==> src/design/ctm_defs.vh <==
// Constants for the compact 10-bit timer: offsets, fields, reset values
`ifndef CTM_DEFS_VH
`define CTM_DEFS_VH
// Register offsets on the plain register port
`define CTM_OFS_CTRL0 3'h0
`define CTM_OFS_CTRL1 3'h1
`define CTM_OFS_CNTL 3'h2
`define CTM_OFS_CNTH 3'h3
`define CTM_OFS_DUTYL 3'h4
`define CTM_OFS_DUTYH 3'h5
`define CTM_OFS_FLAGS 3'h6
// Control 0 field positions
`define CTM_C0_PAUSE 7
`define CTM_C0_CLK_HI 6
`define CTM_C0_CLK_LO 4
`define CTM_C0_ON 3
`define CTM_C0_PER_HI 2
`define CTM_C0_PER_LO 0
// Control 1 field positions
`define CTM_C1_MODE_HI 7
`define CTM_C1_MODE_LO 6
`define CTM_C1_ACT_HI 5
`define CTM_C1_ACT_LO 4
`define CTM_C1_OC 3
`define CTM_C1_POL 2
`define CTM_C1_DPX 1
`define CTM_C1_CCLR 0
// Reset values
`define CTM_RST_CTRL 8'h00
`define CTM_RST_DUTY 10'h000
// Mode codes
`define CTM_MODE_CMP 2'h0
`define CTM_MODE_PWM 2'h2
`define CTM_MODE_TMR 2'h3
// Pin action codes
`define CTM_ACT_NONE 2'h0
`define CTM_ACT_LOW 2'h1
`define CTM_ACT_HIGH 2'h2
`define CTM_ACT_TGL 2'h3
// Clock select codes
`define CTM_CK_SYS4 3'h0
`define CTM_CK_SYS 3'h1
`define CTM_CK_H16 3'h2
`define CTM_CK_H64 3'h3
`define CTM_CK_SUB0 3'h4
`define CTM_CK_SUB1 3'h5
`define CTM_CK_EXTR 3'h6
`define CTM_CK_EXTF 3'h7
// Divider ratios
`define CTM_DIV_SYS 4
`define CTM_DIV_H16 16
`define CTM_DIV_H64 64
// Counter top value
`define CTM_CNT_MAX 10'h3FF
`endif

==> src/design/ctm_clk_sel.v <==
// Count clock selection: dividers, edge detector and source multiplexer
`timescale 1ns/1ps
`include "ctm_defs.vh"
module ctm_clk_sel (
    mclk,
    rst_n,
    high_clk_en,
    sub_clk_en,
    ext_pin,
    sel,
    tick
);
    input wire mclk;
    input wire rst_n;
    input wire high_clk_en; // High internal clock rate, as enable pulse
    input wire sub_clk_en; // Subsidiary clock rate, as enable pulse
    input wire ext_pin; // External count clock pin, synchronous
    input wire [2:0] sel; // Clock select field
    output reg tick; // One-cycle count enable

    reg [1:0] sys_div_ff; // Divide by four of the system clock
    reg [5:0] h_div_ff; // Divider on high clock enables
    reg ext_prev_ff; // Last sample of the external pin
    reg nxt_tick;

    // Dividers run free; a pulse on wrap gives the slower rate
    always @(posedge mclk) begin
        if (!rst_n) begin
            sys_div_ff <= 2'h0;
            h_div_ff <= 6'h00;
            ext_prev_ff <= 1'b0;
            tick <= 1'b0;
        end else begin
            sys_div_ff <= sys_div_ff + 2'h1;
            if (high_clk_en) begin
                h_div_ff <= h_div_ff + 6'h01;
            end
            ext_prev_ff <= ext_pin;
            tick <= nxt_tick;
        end
    end

    // Source multiplexer
    always @* begin
        case (sel)
            `CTM_CK_SYS4: nxt_tick = (sys_div_ff == 2'h3);
            `CTM_CK_SYS: nxt_tick = 1'b1;
            `CTM_CK_H16: nxt_tick = high_clk_en && (h_div_ff[3:0] == 4'hF);
            `CTM_CK_H64: nxt_tick = high_clk_en && (h_div_ff == 6'h3F);
            `CTM_CK_SUB0: nxt_tick = sub_clk_en;
            `CTM_CK_SUB1: nxt_tick = sub_clk_en;
            // External edges, rising or falling
            `CTM_CK_EXTR: nxt_tick = ext_pin && !ext_prev_ff;
            `CTM_CK_EXTF: nxt_tick = !ext_pin && ext_prev_ff;
            default: nxt_tick = 1'b0;
        endcase
    end
endmodule // ctm_clk_sel

==> src/design/ctm_out_pin.v <==
// Output pin logic for compare-match and edge-aligned PWM modes
`timescale 1ns/1ps
`include "ctm_defs.vh"
module ctm_out_pin (
    mclk,
    rst_n,
    mode,
    action,
    init_lvl,
    invert,
    restart,
    duty_hit,
    period_hit,
    pin
);
    input wire mclk;
    input wire rst_n;
    input wire [1:0] mode; // Operating mode
    input wire [1:0] action; // Pin action field
    input wire init_lvl; // Initial level or active level
    input wire invert; // Output polarity invert
    input wire restart; // Module switched on: back to initial, inactive in PWM
    input wire duty_hit; // Duty point reached this cycle
    input wire period_hit; // Period end reached this cycle
    output reg pin; // Timer output pin

    reg state_ff; // Internal level before polarity
    reg nxt_state;

    // Next internal level by mode
    always @* begin
        nxt_state = state_ff;
        if (restart) begin
            // Back to the initial level on switch-on; to the inactive level in PWM mode
            nxt_state = (mode == `CTM_MODE_PWM) ? !init_lvl : init_lvl;
        end else if (mode == `CTM_MODE_CMP) begin
            if (duty_hit) begin
                case (action)
                    `CTM_ACT_LOW: nxt_state = 1'b0;
                    `CTM_ACT_HIGH: nxt_state = 1'b1;
                    `CTM_ACT_TGL: nxt_state = !state_ff;
                    default: nxt_state = state_ff;
                endcase
            end
        end else if (mode == `CTM_MODE_PWM) begin
            // Action high: active from period start until duty point; none holds inactive, low holds active
            case (action)
                `CTM_ACT_NONE: nxt_state = !init_lvl;
                `CTM_ACT_LOW: nxt_state = init_lvl;
                `CTM_ACT_HIGH: begin
                    if (period_hit) begin
                        nxt_state = init_lvl;
                    end else if (duty_hit) begin
                        nxt_state = !init_lvl;
                    end
                end
                default: nxt_state = state_ff;
            endcase
        end
    end

    // Register the level; polarity applied on the way out
    always @(posedge mclk) begin
        if (!rst_n) begin
            state_ff <= 1'b0;
            pin <= 1'b0;
        end else begin
            state_ff <= nxt_state;
            // Timer mode forces the pin low, ignoring the polarity bit
            pin <= (mode == `CTM_MODE_TMR) ? 1'b0 : (nxt_state ^ invert);
        end
    end
endmodule // ctm_out_pin

==> src/design/ctm_top.v <==
// Compact 10-bit timer: counter, comparators, byte buffer and registers
// What this block does
// - Ten-bit up-counter advanced by count clock
// - Period comparator checks top three counter bits
// - Duty comparator checks all ten counter bits
// - Software clears the counter only by switch-on edge
// - Overflow or selected match clears the counter
// - Two interrupts, one per comparator match
// - Three-bit field selects the count clock
// - External pin counts rising or falling edges
// - Compare mode drives pin high, low, toggle
// - Edge-aligned PWM, duty or period adjustable
// - Compare, timer/counter and PWM modes exist
// - Buffer moves on high byte reads and duty low byte writes
// - Duty low byte write lands in buffer
// - High byte write also loads low from buffer
// - High byte read copies low byte into buffer
// - Low byte reads return the buffer
// - Clock field decodes eight codes, codes 4 and 5 both the subsidiary clock
// - Period code counts 128 clocks, zero means 1024
// - Mode field: 00 compare, 10 PWM, 11 timer
// - Pin action: none, low, high, toggle
`timescale 1ns/1ps
`include "ctm_defs.vh"
module ctm_top #(
    parameter CNT_W = 10
) (
    mclk,
    rst_n,
    high_clk_en,
    sub_clk_en,
    external_count_clock_pin,
    reg_addr,
    reg_wdata,
    reg_wr,
    reg_rd,
    reg_rdata,
    timer_output_pin,
    duty_match_irq,
    period_match_irq
);
    input wire mclk;
    input wire rst_n;
    input wire high_clk_en; // High internal clock as enable pulses
    input wire sub_clk_en; // Subsidiary clock as enable pulses
    input wire external_count_clock_pin; // Event input
    input wire [2:0] reg_addr; // Register offset
    input wire [7:0] reg_wdata; // Write data
    input wire reg_wr; // Write strobe
    input wire reg_rd; // Read strobe
    output reg [7:0] reg_rdata; // Read data, cycle after strobe
    output wire timer_output_pin; // Timer output, from a flip-flop
    output reg duty_match_irq; // Duty comparator match pulse
    output reg period_match_irq; // Period comparator match pulse

    // Control registers and derived fields
    reg [7:0] ctrl0_ff; // Pause, clock select, on, period code
    reg [7:0] ctrl1_ff; // Mode, action, level, polarity, pwm, clear sel
    reg [CNT_W-1:0] cnt_ff; // Main counter
    reg [CNT_W-1:0] duty_compare_value; // Duty compare register
    reg [7:0] share_buf_ff; // Shared low byte buffer
    reg on_prev_ff; // Last value of the on control
    reg [1:0] sticky_ff; // Event record: bit0 duty, bit1 period
    reg [CNT_W-1:0] nxt_cnt;
    reg [7:0] nxt_rdata;
    reg [1:0] nxt_sticky;

    wire tick; // Count enable from the clock selector
    wire module_on_control = ctrl0_ff[`CTM_C0_ON];
    wire pause = ctrl0_ff[`CTM_C0_PAUSE];
    wire [2:0] count_clock_select_field = ctrl0_ff[`CTM_C0_CLK_HI:`CTM_C0_CLK_LO];
    wire [2:0] period_compare_value = ctrl0_ff[`CTM_C0_PER_HI:`CTM_C0_PER_LO];
    wire [1:0] mode_select_bits = ctrl1_ff[`CTM_C1_MODE_HI:`CTM_C1_MODE_LO];
    wire [1:0] pin_action_bits = ctrl1_ff[`CTM_C1_ACT_HI:`CTM_C1_ACT_LO];
    wire dpx = ctrl1_ff[`CTM_C1_DPX];
    wire clear_on_duty = ctrl1_ff[`CTM_C1_CCLR];

    // Switch-on edge: the only software path that touches the counter
    wire switch_on = module_on_control && !on_prev_ff;
    wire running = module_on_control && !pause && tick;

    // Matches are taken on the counter's value as it is reached
    wire [CNT_W-1:0] cnt_inc = cnt_ff + {{(CNT_W-1){1'b0}}, 1'b1};
    wire overflow = running && (cnt_ff == `CTM_CNT_MAX);
    // Period compare on top three bits; code zero waits for overflow
    wire period_hit = running && ((period_compare_value == 3'h0) ?
        (cnt_ff == `CTM_CNT_MAX) :
        (cnt_inc[CNT_W-1:CNT_W-3] == period_compare_value &&
         cnt_inc[CNT_W-4:0] == {(CNT_W-3){1'b0}}));
    wire duty_hit = running &&
        (cnt_inc == duty_compare_value);
    wire clear_hit = clear_on_duty ? duty_hit : period_hit;
    // PWM roles swap with the duty/period control bit
    wire pwm_period = dpx ? duty_hit : period_hit;
    wire pwm_duty = dpx ? period_hit : duty_hit;

    // Count clock selection
    ctm_clk_sel u_clk_sel (
        .mclk(mclk),
        .rst_n(rst_n),
        .high_clk_en(high_clk_en),
        .sub_clk_en(sub_clk_en),
        .ext_pin(external_count_clock_pin),
        .sel(count_clock_select_field),
        .tick(tick)
    );

    // Output pin; compare mode uses the duty comparator alone
    ctm_out_pin u_out_pin (
        .mclk(mclk),
        .rst_n(rst_n),
        .mode(mode_select_bits),
        .action(pin_action_bits),
        .init_lvl(ctrl1_ff[`CTM_C1_OC]),
        .invert(ctrl1_ff[`CTM_C1_POL]),
        .restart(switch_on),
        .duty_hit((mode_select_bits == `CTM_MODE_PWM) ? pwm_duty : duty_hit),
        .period_hit(pwm_period),
        .pin(timer_output_pin)
    );

    // Counter next value
    always @* begin
        nxt_cnt = cnt_ff;
        if (switch_on) begin
            nxt_cnt = {CNT_W{1'b0}};
        end else if (overflow || (running && clear_hit)) begin
            // Wrap or cleared by the chosen comparator
            nxt_cnt = {CNT_W{1'b0}};
        end else if (running) begin
            nxt_cnt = cnt_inc;
        end
    end

    // Read multiplexer; low bytes come from the buffer
    always @* begin
        nxt_rdata = 8'h00;
        case (reg_addr)
            `CTM_OFS_CTRL0: nxt_rdata = ctrl0_ff;
            `CTM_OFS_CTRL1: nxt_rdata = ctrl1_ff;
            `CTM_OFS_CNTL: nxt_rdata = share_buf_ff;
            `CTM_OFS_CNTH: nxt_rdata = {6'h00, cnt_ff[CNT_W-1:8]};
            `CTM_OFS_DUTYL: nxt_rdata = share_buf_ff;
            `CTM_OFS_DUTYH: nxt_rdata = {6'h00, duty_compare_value[CNT_W-1:8]};
            `CTM_OFS_FLAGS: nxt_rdata = {6'h00, sticky_ff};
            default: nxt_rdata = 8'h00;
        endcase
    end

    // Event record: set wins over a write-one-to-clear in the same cycle
    always @* begin
        nxt_sticky = sticky_ff;
        if (reg_wr && reg_addr == `CTM_OFS_FLAGS) begin
            nxt_sticky = sticky_ff & ~reg_wdata[1:0];
        end
        nxt_sticky = nxt_sticky | {period_hit, duty_hit};
    end

    // Registers, buffer transfers and counter
    always @(posedge mclk) begin
        if (!rst_n) begin
            ctrl0_ff <= `CTM_RST_CTRL;
            ctrl1_ff <= `CTM_RST_CTRL;
            cnt_ff <= {CNT_W{1'b0}};
            duty_compare_value <= `CTM_RST_DUTY;
            share_buf_ff <= 8'h00;
            on_prev_ff <= 1'b0;
            sticky_ff <= 2'h0;
            reg_rdata <= 8'h00;
            duty_match_irq <= 1'b0;
            period_match_irq <= 1'b0;
        end else begin
            on_prev_ff <= module_on_control;
            cnt_ff <= nxt_cnt;
            sticky_ff <= nxt_sticky;
            // One interrupt pulse per comparator match
            duty_match_irq <= duty_hit;
            period_match_irq <= period_hit;
            if (reg_rd) begin
                reg_rdata <= nxt_rdata;
                // High byte read latches live low byte
                if (reg_addr == `CTM_OFS_CNTH) begin
                    share_buf_ff <= cnt_ff[7:0];
                end else if (reg_addr == `CTM_OFS_DUTYH) begin
                    share_buf_ff <= duty_compare_value[7:0];
                end
            end else begin
                reg_rdata <= 8'h00;
            end
            if (reg_wr) begin
                case (reg_addr)
                    `CTM_OFS_CTRL0: ctrl0_ff <= reg_wdata;
                    `CTM_OFS_CTRL1: ctrl1_ff <= reg_wdata;
                    // Low byte write goes only to the buffer
                    `CTM_OFS_DUTYL: share_buf_ff <= reg_wdata;
                    `CTM_OFS_DUTYH: begin
                        // High direct, low from buffer
                        duty_compare_value <= {reg_wdata[1:0], share_buf_ff};
                    end
                    default: ;
                endcase
            end
        end
    end
endmodule // ctm_top

==> config.mk <==
export PLATFORM = sky130hd
export DESIGN_NAME = ctm_top
export DESIGN_NICKNAME = d
export VERILOG_FILES = /design/src/design/ctm_clk_sel.v /design/src/design/ctm_out_pin.v /design/src/design/ctm_top.v
export VERILOG_INCLUDE_DIRS = /design/src /design/src/design
export SDC_FILE = /design/constraint.sdc
export NUM_CORES = 1
export LEC_CHECK = 0
export ABC_CLOCK_PERIOD_IN_PS = 7600
export BUFFER_PORTS_ARGS = -buffer_cell sky130_fd_sc_hd__buf_2
export CORE_UTILIZATION = 62
export DETAILED_ROUTE_END_ITERATION = 12
export PLACE_DENSITY = 0.91
export SETUP_SLACK_MARGIN = 0.4
export SLEW_MARGIN = 20
export SYNTH_ARGS = -nofsm -noshare
export SYNTH_HDL_FRONTEND = slang
export SYNTH_SLANG_ARGS = --single-unit
export TNS_END_PERCENT = 5
==> constraint.sdc <==
create_clock -name mclk -period 7.6 [get_ports mclk]
set_clock_uncertainty 0.05 [all_clocks]
set_input_delay 0 -clock mclk [delete_from_list [all_inputs] [get_ports mclk]]
set_output_delay 0 -clock mclk [all_outputs]
set_load 0.01 [all_outputs]
# After elaboration in Yosys (flattened, before gate mapping)
# Cells that the tools add are included.
[totals]
register_bits = 69
elab_cells = 104
[op_classes]
addsub = 3
n_eq_ne = 24
mux = 22
n_bitwise = 5
reduce_logical = 34
[ops]
columns = ["cell", "count"]
rows = [
  ["$pmux 8 s6", 1],
  ["$mux 8", 5],
  ["$eq 3x3->1 const B", 7],
  ["$logic_and 1x1->1", 13],
  ["$eq 3x2->1 const B", 4],
  ["$mux 1", 12],
  ["$add 10x1->10 const B", 1],
  ["$eq 10x10->1", 1],
  ["$eq 10x10->1 const B", 1],
  ["$eq 2x2->1 const B", 5],
  ["$logic_not 3->1", 3],
  ["$reduce_and 2->1", 4],
  ["$logic_not 7->1", 1],
  ["$pmux 1 s7", 1],
  ["$add 6x1->6 const B", 1],
  ["$eq 3x1->1 const B", 2],
  ["$eq 6x6->1 const B", 1],
  ["$logic_not 1->1", 6],
  ["$pmux 1 s3", 2],
  ["$reduce_or 2->1", 3],
  ["$eq 4x4->1 const B", 1],
  ["$logic_not 2->1", 2],
  ["$eq 3x3->1", 1],
  ["$reduce_or 3->1", 1],
  ["other kinds (9)", 9],
]

# Longest topological paths before layout
[logic_depth]
depth_word = 14
depth_mapped = 11
ltp_nobuf = 10

# Hierarchy
# Synthesis repeated with hierarchy kept, for this count alone.
[unflattened]
cells_unflattened = 500
area_unflattened_um2 = 4040.1
[modules_own_cells]
columns = ["module", "instances", "cells_per_inst", "area_each_um2", "seq_area_each_um2"]
rows = [
  ["ctm_top", 1, 428, 3393.3, 1141.1],
  ["ctm_clk_sel", 1, 45, 444.2, 200.2],
  ["ctm_out_pin", 1, 27, 202.7, 40.0],
]

# Worst setup path after synthesis
# No wires, ideal clock.
[synth_timing]
kind = "reg2reg"
start = "register cnt_ff[0]"
end = "register u_out_pin.pin"
setup_time_ps = 79
arrival_time_ps = 2451
path_slack_ps = 5020
path_stages_with_launch = 12
path_buffers = 1
cell_sequence = "dfxtp_1 -> ha_1 -> buf_6 -> inv_1 -> or4_1 -> nand3_1 -> and4bb_4 -> a32o_1 -> a21oi_1 -> nand3b_1 -> or3_1 -> o211ai_1"
[synth_via]
elab_chain_len = 14
elab_cells_between_ends = 20
classes_between = "add/sub: 1; eq/ne: 3; mux: 11; bitwise: 1; reduce/logical: 4"
[synth_rtl]
columns = ["item", "line_no", "source"]
rows = [
  ["start: declaration", "ctm_top.v:59", "reg [CNT_W-1:0] cnt_ff;"],
  ["start signal: assignment", "ctm_top.v:164", "cnt_ff <= {CNT_W{1'b0}};"],
  ["start signal: assignment", "ctm_top.v:174", "cnt_ff <= nxt_cnt;"],
  ["$add 10x1->10", "ctm_top.v:83", "wire [CNT_W-1:0] cnt_inc = cnt_ff + {{(CNT_W-1){1'b0}}, 1'b1};"],
  ["$logic_not 7->1 / $eq 3x3->1 (equally long branches)", "ctm_top.v:89, ctm_top.v:88", ""],
  ["$logic_and 1x1->1", "ctm_top.v:88", "(cnt_inc[CNT_W-1:CNT_W-3] == period_compare_value &&"],
  ["$mux 1", "ctm_top.v:86", "wire period_hit = running && ((period_compare_value == 3'h0) ?"],
  ["$logic_and 1x1->1", "ctm_top.v:86", ""],
  ["$mux 1", "ctm_top.v:95", "wire pwm_duty = dpx ? period_hit : duty_hit;"],
  ["$mux 1", "ctm_top.v:117", ".duty_hit((mode_select_bits == `CTM_MODE_PWM) ? pwm_duty : duty_hit),"],
  ["$mux 1", "ctm_out_pin.v:53", "end else if (duty_hit) begin"],
  ["$mux 1", "ctm_out_pin.v:51", "if (period_hit) begin"],
  ["$pmux 1 s3", "ctm_out_pin.v:47", "case (action)"],
  ["$mux 1", "ctm_out_pin.v:45", "end else if (mode == `CTM_MODE_PWM) begin"],
  ["$mux 1 *", "ctm_out_pin.v:36", "end else if (mode == `CTM_MODE_CMP) begin"],
  ["$mux 1 *", "ctm_out_pin.v:33", "if (restart) begin"],
  ["$xor 1x1->1 *", "ctm_out_pin.v:70", "pin <= (mode == `CTM_MODE_TMR) ? 1'b0 : (nxt_state ^ invert);"],
  ["end signal: assignment", "ctm_out_pin.v:70", ""],
  ["end: declaration", "ctm_out_pin.v:25", "output reg pin;"],
]
# Every way passes the cells marked *; elsewhere a longest branch is shown, timed or not.
# A chain may end at the register's enable or synchronous reset.

# Worst setup path after layout
# Ends and elaborated chain as after synthesis.

==> summary.md <==
| Metric | Value |
|---|---|
| Initial Util | `0.6395` |
| Hold Path Class | `input pin to flip-flop` |
| Total Negative Setup Slacks | `0 ps` |
| CTS clk-pin slew, worst paths | `80 ps` |
| Total Power | `approximately 0.74 mW` |
| Syn Nets | `500` |
| Fin. Hold Viols | `0` |
| CORE AREA | `approximately 5900 um^2` |
| Hold path startpoint | `sub_clk_en` |
| Post-DP HPWL | `6.622 mm` |
| CTS Buf Count | `9` |
| Synth Register Bits | `69` |
| CTS Root Cell | `clkbuf_8` |
| ANT cells | `0` |
| Highest Clock Rate | `0.3381 GHz` |
| Max Cap Viol | `0` |
| Synth warn | `0` |
| IO Port Bufs | `28` |
| DR pass1 iterations | `6` |
| Final WL | `9.743 mm` |
| EDFF count, synth | `0` |
| FF-to-FF setup slack | `4640 ps` |
| Clk sinks | `69` |
| R2r worst-path depth | `10` |
| Gate count of the mapped netlist | `478` |
| Largest net degree at the start of global routing | `49` |
| CTS H-Tree Depth | `3` |
| Vias in the first global route | `~3300` |
| Layout filler cell count | `420` |
| Cell Pwr Density | `176.9 nW/um^2` |
| Slowest Stage Delay on Critical Path | `about 500 ps` |
| Netlist cell types | `64` |
| Share of layout cells above drive strength 1 | `0.1196` |
| GRT Total Usage | `0.3191` |
| RSZ-0062 raised after global routing | `no` |
| Layout area overhead | `11.34%` |
| Worst EP required | `7790 ps` |
| Clk Latency, worst-skew pair | `360 ps` |
| Hold_buf cts | `13` |
| Post-route minimum period | `between 2000 and 3000 ps` |
| TritonCTS clock tree | `built` |
| Worst setup EP type | `flip-flop` |
| Fin nets | `527` |
| Multi-input gate area | `roughly 2200 um^2` |
| Post-route ant nets | `0` |
| Chip Width | `79.91 um` |
| Final Max Tran Viols | `0` |
| Delay-heaviest family, CP | `simple AND/OR/NAND/NOR gates` |
| Cell Chain, Critical Path | `ha_1 -> inv_1 -> or4_1 -> nand3_1 -> and4bb_4 -> a32o_1 -> a21oi_1 -> nand3b_1 -> a221oi_1 -> o211ai_1` |
| Worst Hold Endpoint | `u_clk_sel.tick` |
| GP Congestion | `0.8927` |
| Average cell area after synthesis | `7.874 um^2` |
| Post CTS Setup Buffer Count | `0` |
| Global route overflow | `0` |
| Status | `finished, final reports clean` |
| Drt drc | `0` |
| Reg2Reg Capture Point | `u_out_pin.pin` |
| Deepest clock path buffer count | `2` |
| Peak VDD IR | `0.1652 mV` |
| Via count | `between 3000 and 4000` |
| Seq/Total Area, Yosys | `0.3670` |
| Io pins | `29` |
| CTS resizes | `0` |
| Worst slew pin tran | `707.2 ps` |
| Worst EP arrival | `3140 ps` |
| Antenna violations before repair | `0` |
| Die area | `6386 um^2` |
| Mapped cell area | `about 3800 um^2` |
| Buffers plus inverters on the worst setup path | `1` |
| Crit-path max FO | `9` |
| Ys flop type | `dfxtp_1` |
| Slew HR | `0.5268` |
| WHS Path Cells | `5` |
| Die Y | `79.91 um` |
| Worst r2r src | `cnt_ff[0]` |
| Crit-path slowest cell | `dfxtp_1` |
| Final core occ | `0.7119` |
| Global-route wire length before repair | `15.46 mm` |
| Pleak | `about 1.6 nW` |
| Seq. cell area | `1381 um^2` |
| Worst Path Class, Setup | `flip-flop to flip-flop` |
| Row cnt | `28` |
| Async SR Flop Fraction | `0` |
| Setup violations, final | `0` |
| Vias per cell | `6.197` |
| Worst setup SP type | `flip-flop` |
| Crit share post-route | `0.3891` |
| Routed WL per cell | `16.65 um` |
| Initial DRC Count | `419` |
[report_power, final]
| part | internal, mW | switching, mW | total, mW |
|---|---|---|---|
| Sequential | 0.371 | 0.00927 | 0.380 |
| Clock | 0.126 | 0.166 | 0.291 |
| Combinational | 0.0283 | 0.0414 | 0.0698 |
[worst register-to-register path, cell delays in order, from the launching register on]
cell and delay, ps:
dfxtp_1 500, ha_1 400, inv_1 140, or4_1 500, nand3_1 90, and4bb_4 250
a32o_1 240, a21oi_1 120, nand3b_1 130, a221oi_1 300, o211ai_1 130
[metal layers]
layer,vias to the layer above,share of wire,GRT usage
met3,31,0.077,0.06400
li1,1713,-,-
met5,-,0,0
met1,1703,0.42,0.4016
met2,178,0.48,0.5256
met4,0,0.027,0.1411
[metrics by stage]
| stage | hold slack (ps) | instances | setup slack, ps | instance area (um^2) |
|---|---|---|---|---|
| after floorplan | 63.79 | 478 | 5020 | 3764 |
| after CTS | 11.24 | 585 | 4687 | 4190 |
| final | 65.00 | 585 | 4642 | 4190 |
| after global placement | 183.7 | 556 | 4808 | 3874 |
| after global routing | 123.9 | 585 | 4437 | 4190 |
| after detailed placement | 185.6 | 556 | 4693 | 3874 |
[kinds of logic (layout without fill, tap and decap cells)]
logic type | Yosys count | in the layout | share of synthesized area
compound gates | 104 | 104 | 0.1762
xor+xnor | 33 | 33 | 0.08776
fa+ha+maj | 4 | 4 | 0.01330
buf+inv | 32 | 64 | 0.04189
flops | 69 | 69 | 0.3670
mux | 12 | 12 | 0.03192
simple gates | 224 | 224 | 0.2819
[layout by cell type, fill, tap and decap left out, types with 6 or more instances in the layout]
master | synthesis | final
nand2_1 | 79 | 79
a22oi_1 | 8 | 8
nand3_1 | 11 | 11
a21oi_1 | 56 | 56
nor2b_1 | 10 | 10
nor2_1 | 69 | 69
nand4_1 | 8 | 8
mux2i_1 | 12 | 12
buf_2 | 1 | 28
xor2_1 | 13 | 13
xnor2_1 | 17 | 17
dlygate4sd3_1 | 0 | 13
a211oi_1 | 8 | 8
nand2b_1 | 6 | 6
and3_1 | 6 | 6
clkbuf_8 | 1 | 9
dfxtp_1 | 69 | 69
[Yosys cell counts (2+ instances only)]
master | count | area share
dfxtp_1 | 69 | 0.37
or3_1 | 3 | 0.0050
nor4b_1 | 2 | 0.0047
xnor3_1 | 3 | 0.018
xnor2_1 | 17 | 0.040
xor2_1 | 13 | 0.030
a22o_1 | 2 | 0.0047
nand3_1 | 11 | 0.015
or2_2 | 2 | 0.0033
nand2_1 | 79 | 0.079
clkbuf_1 | 19 | 0.019
ha_1 | 4 | 0.013
buf_6 | 2 | 0.0060
buf_4 | 3 | 0.0060
nand3b_1 | 2 | 0.0040
inv_1 | 5 | 0.0050
nor2b_1 | 10 | 0.017
a211oi_1 | 8 | 0.016
or4_1 | 2 | 0.0040
and3_1 | 6 | 0.010
o22ai_1 | 3 | 0.0050
nor2_1 | 69 | 0.069
and2_1 | 4 | 0.0066
nand2b_1 | 6 | 0.010
nor3_1 | 5 | 0.0066
a31oi_1 | 2 | 0.0033
nor3b_1 | 5 | 0.010
mux2i_1 | 12 | 0.032
o21bai_1 | 2 | 0.0040
nand4_1 | 8 | 0.013
o21ai_0 | 5 | 0.0066
a22oi_1 | 8 | 0.016
a21oi_1 | 56 | 0.074
[cell type report]
cell class	instances	area share
flip-flops and latches	69	0.3296
repair buffers	43	0.06808
well taps	75	0.02239
multi-input cells	377	0.5309
clock inverters	7	0.01493
inverters	5	0.004479
clock buffers	9	0.02956
[registers in the layout, indices dropped and copies added (netlist names)]
name,cells
cnt_ff,10
duty_compare_value,10
ctrl0_ff,8
ctrl1_ff,8
reg_rdata,8
share_buf_ff,8
u_clk_sel.h_div_ff,6
sticky_ff,2
u_clk_sel.sys_div_ff,2
duty_match_irq,1
on_prev_ff,1
period_match_irq,1
u_clk_sel.ext_prev_ff,1
u_clk_sel.tick,1
u_out_pin.pin,1
u_out_pin.state_ff,1
[worst max-delay path by stage]
stage | to | start | cells past startpoint
floorplan | u_out_pin.pin | cnt_ff[0] | 11
global route | u_out_pin.pin | cnt_ff[0] | 10
CTS | u_out_pin.pin | cnt_ff[0] | 10
finish | u_out_pin.pin | cnt_ff[0] | 10
detailed placement | u_out_pin.pin | cnt_ff[0] | 10
global placement | u_out_pin.pin | cnt_ff[0] | 10
Power figures use the tool's default switching activity.
